**src/hdl/hir_params.svh**
```systemverilog
// Constants for the host isolation, reset and auxiliary sense block.
`ifndef HIR_PARAMS_SVH
`define HIR_PARAMS_SVH

// Clock rate of i_clk in MHz.
`define HIR_CLK_MHZ          125
// Settling time of the shared pin before the auxiliary sample, in ns.
`define HIR_AUX_SETTLE_NS    1000
// Least settling time rounded up to whole clock cycles.
`define HIR_AUX_SETTLE_CYC   (((`HIR_AUX_SETTLE_NS) * (`HIR_CLK_MHZ) + 999) / 1000)
// Width of the settle counter.
`define HIR_CNT_W            8
// Reset value of the settle counter.
`define HIR_CNT_RST          8'h00
// Auxiliary current capability reported when auxiliary power is present.
`define HIR_AUX_CURRENT_CAP  3'h1
// Auxiliary current capability reported when auxiliary power is absent.
`define HIR_AUX_CURRENT_NONE 3'h0
// Idle value of byte-wide bus data.
`define HIR_BYTE_IDLE        8'h00

`endif

```
**src/hdl/hir_pkg.sv**
```systemverilog
// Types shared by the host isolation, reset and auxiliary sense block.
`default_nettype none

package hir_pkg;

  typedef logic [7:0] hir_byte_t;
  typedef logic [2:0] hir_aux_cur_t;
  typedef logic [7:0] hir_cnt_t;

  // Sequencer states of the top module.
  typedef enum logic [1:0]
  {
    ST_HOST_RESET,
    ST_WAIT_AUX,
    ST_READY
  } hir_state_e;

  // All state of the top module.
  typedef struct packed
  {
    hir_state_e   state;
    logic         aux_start;
    logic         wake_pend;
    logic         wake_lvl;
    logic         tx_en;
    logic         tx_valid;
    hir_byte_t    tx_data;
    logic         rx_valid;
    hir_byte_t    rx_data;
    logic         cfg_ready;
    logic         pin_oe;
    logic         pin_out;
    logic         aux_present;
    logic         pme_d3cold;
    hir_aux_cur_t aux_current;
  } hir_top_s;

  // All state of the auxiliary sampler.
  typedef struct packed
  {
    hir_cnt_t cnt;
    logic     done;
    logic     present;
    logic     oe;
  } hir_aux_s;

endpackage

`default_nettype wire

```
**src/hdl/hir_aux_if.sv**
```systemverilog
// Interface between the sequencer and the auxiliary power sampler.
`timescale 1ns/1ns
`default_nettype none

interface hir_aux_if;
  logic pin_in;
  logic start;
  logic done;
  logic present;
  logic oe;

  modport sampler (input pin_in, input start, output done, output present, output oe);
  modport ctrl    (output pin_in, output start, input done, input present, input oe);
endinterface

`default_nettype wire

```
**src/hdl/hir_aux_sense.sv**
```systemverilog
// Power-on sampler of the shared serial-data / auxiliary-sense pin.
`timescale 1ns/1ns
`default_nettype none
`include "hir_params.svh"

module hir_aux_sense
(
  input  wire logic i_clk,
  input  wire logic i_rst_n,
  input  wire logic i_ce,
  hir_aux_if.sampler aif
);
  import hir_pkg::*;

  localparam hir_cnt_t SETTLE_LAST = hir_cnt_t'(`HIR_AUX_SETTLE_CYC - 1);

  hir_aux_s q;
  hir_aux_s next_q;

  ////////////////////////////////////////////////////////////////////////////
  // The pin stays an input until the settle time is over, then the level is
  // caught once and the pin turns into an output. The result is never taken
  // again, so later traffic on the pin cannot change the capability bits.
  always_comb
  begin
    next_q = q;
    if (aif.start && !q.done)
    begin
      if (q.cnt == SETTLE_LAST)
      begin
        next_q.done    = 1'b1;
        next_q.present = aif.pin_in;
        next_q.oe      = 1'b1;
      end
      else
      begin
        next_q.cnt = q.cnt + 8'h01;
      end
    end
  end

  // State register, frozen while the clock enable is low.
  always_ff @(posedge i_clk or negedge i_rst_n)
  begin
    if (!i_rst_n)
    begin
      q     <= '0;
      q.cnt <= `HIR_CNT_RST;
    end
    else if (i_ce)
    begin
      q <= next_q;
    end
  end

  assign aif.done    = q.done;
  assign aif.present = q.present;
  assign aif.oe      = q.oe;
endmodule

`default_nettype wire

```
**src/hdl/hir_top.sv**
```systemverilog
// Host reset, bus isolation, wake output and auxiliary power sense sequencer.
//
// Overview of operation
// - Wake event pulls open-drain wake output low.
// - Isolate low: no host-bus drive, inputs ignored.
// - Host reset enters reset; configure only afterwards.
// - Sample shared pin at power-on; high means aux.
// - Aux result sets power-management capability bits.
`timescale 1ns/1ns
`default_nettype none
`include "hir_params.svh"

module hir_top
(
  input  wire logic                  i_clk,
  input  wire logic                  i_rst_n,
  input  wire logic                  i_ce,
  input  wire logic                  i_host_fundamental_reset_n,
  input  wire logic                  i_bus_isolate_n,
  input  wire logic                  i_host_rx_valid,
  input  wire hir_pkg::hir_byte_t    i_host_rx_data,
  input  wire logic                  i_core_tx_valid,
  input  wire hir_pkg::hir_byte_t    i_core_tx_data,
  input  wire logic                  i_wake_event,
  input  wire logic                  i_main_power_good,
  input  wire logic                  i_cfg_mem_serial_out,
  input  wire logic                  i_serial_out_aux_sense_i,
  output var  logic                  o_serial_out_aux_sense_o,
  output var  logic                  o_serial_out_aux_sense_oe,
  output var  logic                  o_pm_wake_event_n_o,
  output var  logic                  o_pm_wake_event_n_oe,
  output var  logic                  o_host_tx_en,
  output var  logic                  o_host_tx_valid,
  output var  hir_pkg::hir_byte_t    o_host_tx_data,
  output var  logic                  o_core_rx_valid,
  output var  hir_pkg::hir_byte_t    o_core_rx_data,
  output var  logic                  o_cfg_ready,
  output var  logic                  o_aux_power_present,
  output var  logic                  o_pm_cap_d3cold_pme,
  output var  hir_pkg::hir_aux_cur_t o_pm_cap_aux_current
);
  import hir_pkg::*;

  hir_top_s q;
  hir_top_s next_q;
  hir_aux_if aif ();

  ////////////////////////////////////////////////////////////////////////////
  // The host bus is open only when the block is out of reset, has finished
  // the power-on sense and is not isolated. Used for both directions.
  function automatic logic bus_open(input logic iso_n,
                                    input logic rst_n,
                                    input hir_state_e st);
    bus_open = iso_n && rst_n && (st == ST_READY);
  endfunction

  ////////////////////////////////////////////////////////////////////////////
  // Auxiliary power sampler; it starts once after power-on reset.
  assign aif.pin_in = i_serial_out_aux_sense_i;
  assign aif.start  = q.aux_start;

  hir_aux_sense u_aux_sense
  (
    .i_clk   (i_clk),
    .i_rst_n (i_rst_n),
    .i_ce    (i_ce),
    .aif     (aif)
  );

  ////////////////////////////////////////////////////////////////////////////
  // Next-state logic for the whole block.
  always_comb
  begin
    next_q           = q;
    next_q.aux_start = 1'b1;

    // Sequencer: hold in reset, wait for the sense result, then run.
    case (q.state)
      ST_HOST_RESET:
      begin
        if (i_host_fundamental_reset_n)
        begin
          next_q.state = ST_WAIT_AUX;
        end
      end
      ST_WAIT_AUX:
      begin
        if (aif.done)
        begin
          next_q.state = ST_READY;
        end
      end
      ST_READY:
      begin
        next_q.state = ST_READY;
      end
      default:
      begin
        next_q.state = ST_HOST_RESET;
      end
    endcase
    // A host reset overrides every state, even mid-sequence.
    if (!i_host_fundamental_reset_n)
    begin
      next_q.state = ST_HOST_RESET;
    end
    // Configuration is accepted only once out of host reset.
    next_q.cfg_ready = (next_q.state == ST_READY);

    // Host transmit path: no drive while isolated or in reset.
    next_q.tx_en    = bus_open(i_bus_isolate_n, i_host_fundamental_reset_n, q.state);
    next_q.tx_valid = next_q.tx_en && i_core_tx_valid;
    next_q.tx_data  = next_q.tx_valid ? i_core_tx_data : `HIR_BYTE_IDLE;

    // Host receive path: inputs are ignored while isolated.
    next_q.rx_valid = bus_open(i_bus_isolate_n, i_host_fundamental_reset_n, q.state)
                      && i_host_rx_valid;
    next_q.rx_data  = next_q.rx_valid ? i_host_rx_data : `HIR_BYTE_IDLE;

    // Wake request stays until the system reports main power back. A new
    // event in the same cycle as the clear wins, so no request is lost.
    // Isolation does not touch this path on purpose.
    next_q.wake_pend = i_wake_event || (q.wake_pend && !i_main_power_good);
    next_q.wake_lvl  = 1'b0;

    // Capability bits follow the sense result with no software step.
    next_q.aux_present = aif.done && aif.present;
    next_q.pme_d3cold  = aif.done && aif.present;
    next_q.aux_current = (aif.done && aif.present) ? `HIR_AUX_CURRENT_CAP
                                                   : `HIR_AUX_CURRENT_NONE;

    // The shared pin turns into the memory serial data output.
    next_q.pin_oe  = aif.oe;
    next_q.pin_out = aif.oe && i_cfg_mem_serial_out;
  end

  // State register; the whole block freezes while the clock enable is low.
  always_ff @(posedge i_clk or negedge i_rst_n)
  begin
    if (!i_rst_n)
    begin
      q <= '0;
    end
    else if (i_ce)
    begin
      q <= next_q;
    end
  end

  ////////////////////////////////////////////////////////////////////////////
  // Outputs, each straight from the state register.
  assign o_serial_out_aux_sense_o  = q.pin_out;
  assign o_serial_out_aux_sense_oe = q.pin_oe;
  assign o_pm_wake_event_n_o       = q.wake_lvl;  // Never driven high.
  assign o_pm_wake_event_n_oe      = q.wake_pend;
  assign o_host_tx_en              = q.tx_en;
  assign o_host_tx_valid           = q.tx_valid;
  assign o_host_tx_data            = q.tx_data;
  assign o_core_rx_valid           = q.rx_valid;
  assign o_core_rx_data            = q.rx_data;
  assign o_cfg_ready               = q.cfg_ready;
  assign o_aux_power_present       = q.aux_present;
  assign o_pm_cap_d3cold_pme       = q.pme_d3cold;
  assign o_pm_cap_aux_current      = q.aux_current;
endmodule

`default_nettype wire

```
**config.mk**
```make
export PLATFORM = sky130hd
export DESIGN_NAME = hir_top
export DESIGN_NICKNAME = d
export VERILOG_FILES = /design/src/hdl/hir_pkg.sv /design/src/hdl/hir_aux_if.sv /design/src/hdl/hir_aux_sense.sv /design/src/hdl/hir_top.sv
export VERILOG_INCLUDE_DIRS = /design/src /design/src/hdl
export SDC_FILE = /design/constraint.sdc
export NUM_CORES = 1
export LEC_CHECK = 0
export ABC_AREA = 1
export BUFFER_PORTS_ARGS = -buffer_cell sky130_fd_sc_hd__buf_2
export CAP_MARGIN = 20
export CELL_PAD_IN_SITES_DETAIL_PLACEMENT = 2
export CELL_PAD_IN_SITES_GLOBAL_PLACEMENT = 2
export CORE_MARGIN = 2
export CORE_UTILIZATION = 32
export CTS_BUF_LIST = sky130_fd_sc_hd__clkbuf_2
export DETAILED_ROUTE_END_ITERATION = 16
export PLACE_DENSITY_LB_ADDON = 0.2
export SYNTH_ARGS = -nofsm -noshare
export SYNTH_HDL_FRONTEND = slang
export SYNTH_HIERARCHICAL = 1
export SYNTH_SLANG_ARGS = --single-unit
```
**constraint.sdc**
```tcl
create_clock -name i_clk -period 2.4 [get_ports i_clk]
set_clock_uncertainty 0.1 [all_clocks]
set_input_delay 0 -clock i_clk [delete_from_list [all_inputs] [get_ports i_clk]]
set_output_delay 0 -clock i_clk [all_outputs]
set_load 0.005 [all_outputs]
```
==> flow_metrics.env <==
export IMPL_clk_pin_slew_worst_paths_ns=0.21
export IMPL_via_per_inst=4.52
export IMPL_relSlewSlack_pct=42.7
export IMPL_postCtsSetupBuffers=0
export IMPL_p_sw_share_pct=25.5
export IMPL_cts_resized=0
export IMPL_grt_usage_pct=19.5
export IMPL_antennaDiodeCount=0
export IMPL_multi_input_area_sq_um=681
export IMPL_grt_first_pass_wirelength_um=9360
export IMPL_setup_viol=0
export IMPL_place_port_buffers=52
export IMPL_finalSetupTns_ns=0
export IMPL_vias=1695
export IMPL_dp_hpwl_um=3090
export IMPL_drc=0
export IMPL_synth_ff_type="dfrtp_1"
export IMPL_start_kind="input port"
export IMPL_yosysMostFrequentCell="nand2_1"
export IMPL_design_area_sq_um=2540
export IMPL_maxCapViolations=0
export IMPL_num_fill_cells=630
export IMPL_synth_area_top_cells="dfrtp_1 (50%), nand2_1 (20%), buf_4 (9.0%)"
export IMPL_die_width_um=79.7
export IMPL_first_iter_violations=56
export IMPL_fmax_mhz=518
export IMPL_cts_buffers=5
export IMPL_drt_wirelength_per_cell_um=14.8
export IMPL_die_h_um=79.7
export IMPL_status="finished, final reports clean"
export IMPL_root_buffer="clkbuf_2"
export IMPL_async_reset_ff_share_pct=100
export IMPL_grt_max_degree=38
export IMPL_pwr_share_comb_pct=12.4
export IMPL_rsz0062_at_grt="no"
export IMPL_critPathKind="in -> reg"
export IMPL_syn_avg_cell_area_sq_um=8.34
export IMPL_setup_ws_ns=0.471
export IMPL_cellLeakagePower_uw=0.00135
export IMPL_grt_pass1_vias=1860
export IMPL_synth_cells=220
export IMPL_cts_tree="yes"
export IMPL_ys_types=26
export IMPL_hold_violations=0
export IMPL_place_area_sq_um=2000
export IMPL_gp_congestion=0.714
export IMPL_clock_latency_ns=0.39
export IMPL_power_density_nw_per_um2=472
export IMPL_initial_utilization_pct=33.3
export IMPL_yosys_top_cells_count="nand2_1 (97), dfrtp_1 (37), nand3_1 (23)"
export IMPL_worstPathArrival_ns=2.18
export IMPL_finalNetCount=331
export IMPL_slew_viol_final=0
export IMPL_fin_crit_sh_pct=80.4
export IMPL_post_place_ws_ns=0.929
export IMPL_vdd_drop_max_mv=0.265
export IMPL_clockBufferDepth=2
export IMPL_ff_latch_area_sq_um=926
export IMPL_clock_sinks=37
export IMPL_final_cells=375
export IMPL_fin_hold_ws_ns=0.121
export IMPL_path_max_fanout=13
export IMPL_htreeDepth=2
export IMPL_yosysTopAreaCellShare_pct=50.4
export IMPL_syn_area_sq_um=1840
export IMPL_wl_um=5570
export IMPL_antenna_found_initial=0
export IMPL_ys_ff_latch=37
export IMPL_grt_ovfl_total=0
export IMPL_tightest_slew_ns=0.859
export IMPL_die_area_sq_um=6360
export IMPL_end_kind="flip-flop"
export IMPL_p_int_uw=892
export IMPL_p_seq_share_pct=54.5
export IMPL_synth_area_leader_cell="dfrtp_1"
export IMPL_placed_cells=320
export IMPL_drive_gt1_share_pct=23.4
export IMPL_synth_seq_area_share_pct=50.4
export IMPL_areaGrowthSynthToFinish_pct=38.2
export IMPL_drt_first_pass_iters=4
export IMPL_rows=27
export IMPL_synth_edf_count=0
export IMPL_required_ns=2.65
export IMPL_p_switching_uw=305
export IMPL_ys_warnings_count=6
export IMPL_hold_class="in -> async"
export IMPL_ios=56
export IMPL_coreArea_sq_um=5510
export IMPL_clockPowerShare_pct=33.1
export IMPL_period_minus_slack_ns=1.93
export IMPL_ant_nets=0
## registers in the layout, summed over array words and instances (netlist names)
register,count
aif.start,1
o_aux_power_present,1
o_cfg_ready,1
o_core_rx_data,8
o_core_rx_valid,1
o_host_tx_data,8
o_host_tx_en,1
o_host_tx_valid,1
o_pm_wake_event_n_oe,1
o_serial_out_aux_sense_o,1
o_serial_out_aux_sense_oe,1
q,2
u_aux_sense/aif.done,1
u_aux_sense/aif.present,1
u_aux_sense/q,8
## logic make-up (layout without fill, tap and decap cells)
group,after synthesis,in the layout,synth area share [%]
compound gates,7,7,2.73
xor+xnor,3,3,1.43
fa+ha+maj,2,2,1.36
buf+inv,38,119,12.9
flops,37,37,50.4
other cells,1,3,0.204
simple gates,132,132,30.9
## critical path, stage by stage
cell and delay [ns]:
dlygate4sd3_1 0.52, buf_2 0.26, nand2_1 0.09, dlygate4sd3_1 0.59, o22ai_1 0.14, dlygate4sd3_1 0.58
## repair_timing
action,CTS,global route
endpoints found under the hold margin,65,0
hold buffers,47,0
setup endpoints to repair,0,0
## layout make-up
type,instances,area share (%)
clock inverters,2,1.33
well taps,72,3.55
clock buffers,6,1.18
repair buffers,99,28.8
multi-input cells,147,26.8
flip-flops and latches,37,36.5
inverters,12,1.78
## layout by cell type (no fill, tap or decap), types with 3 or more instances in the layout
master and instances:
buf_2 52, dlygate4sd3_1 47, nand3_1 23, inv_1 9, nor2_1 4, dfrtp_1 37, nand2_2 3, clkbuf_2 6
conb_1 3, nand2_1 97, xnor2_1 3
## worst paths after layout
kind | slack [ns] | cells after the start | startpoint | endpoint
hold / removal | 0.12 | 2 | i_rst_n | o_core_rx_data[6]
max in group asynchronous | 1.53 | 2 | i_rst_n | u_aux_sense/q[5]
setup / recovery | 0.47 | 6 | i_ce | q[30]
hold reg to reg | 0.41 | 2 | o_core_rx_data[3] | o_core_rx_data[3]
min in group i_clk | 0.26 | 4 | i_serial_out_aux_sense_i | u_aux_sense/aif.present
setup reg to reg | 0.59 | 6 | q[30] | o_host_tx_data[5]
## power by group through the flow
stage | clock (uW) | combinational (uW) | sequential (uW)
after floorplan | 0 | 54.5 | 663
after global placement | 0 | 103 | 663
after CTS | 410 | 147 | 652
final | 397 | 148 | 652
after global routing | 437 | 168 | 655
after detailed placement | 0 | 104 | 663
## metrics by stage
step / utilization, % / power [uW]
final: 46.1 / 1200
after global routing: 46.1 / 1260
after CTS: 46.1 / 1210
after detailed placement: 36.4 / 768
after global placement: 36.4 / 766
after floorplan: - / 718
## layer usage
metal | GRT usage [%] | wire [um] | part of all wire [%] | vias up
met5 | 0 | 0 | 0 | -
met4 | 6.10 | 44 | 0.79 | 0
met3 | 4.30 | 199 | 3.6 | 4
met2 | 34.6 | 2900 | 52 | 36
met1 | 23.5 | 2420 | 44 | 830
li1 | - | - | - | 825
Note: power is estimated with default switching activity, not from simulation.
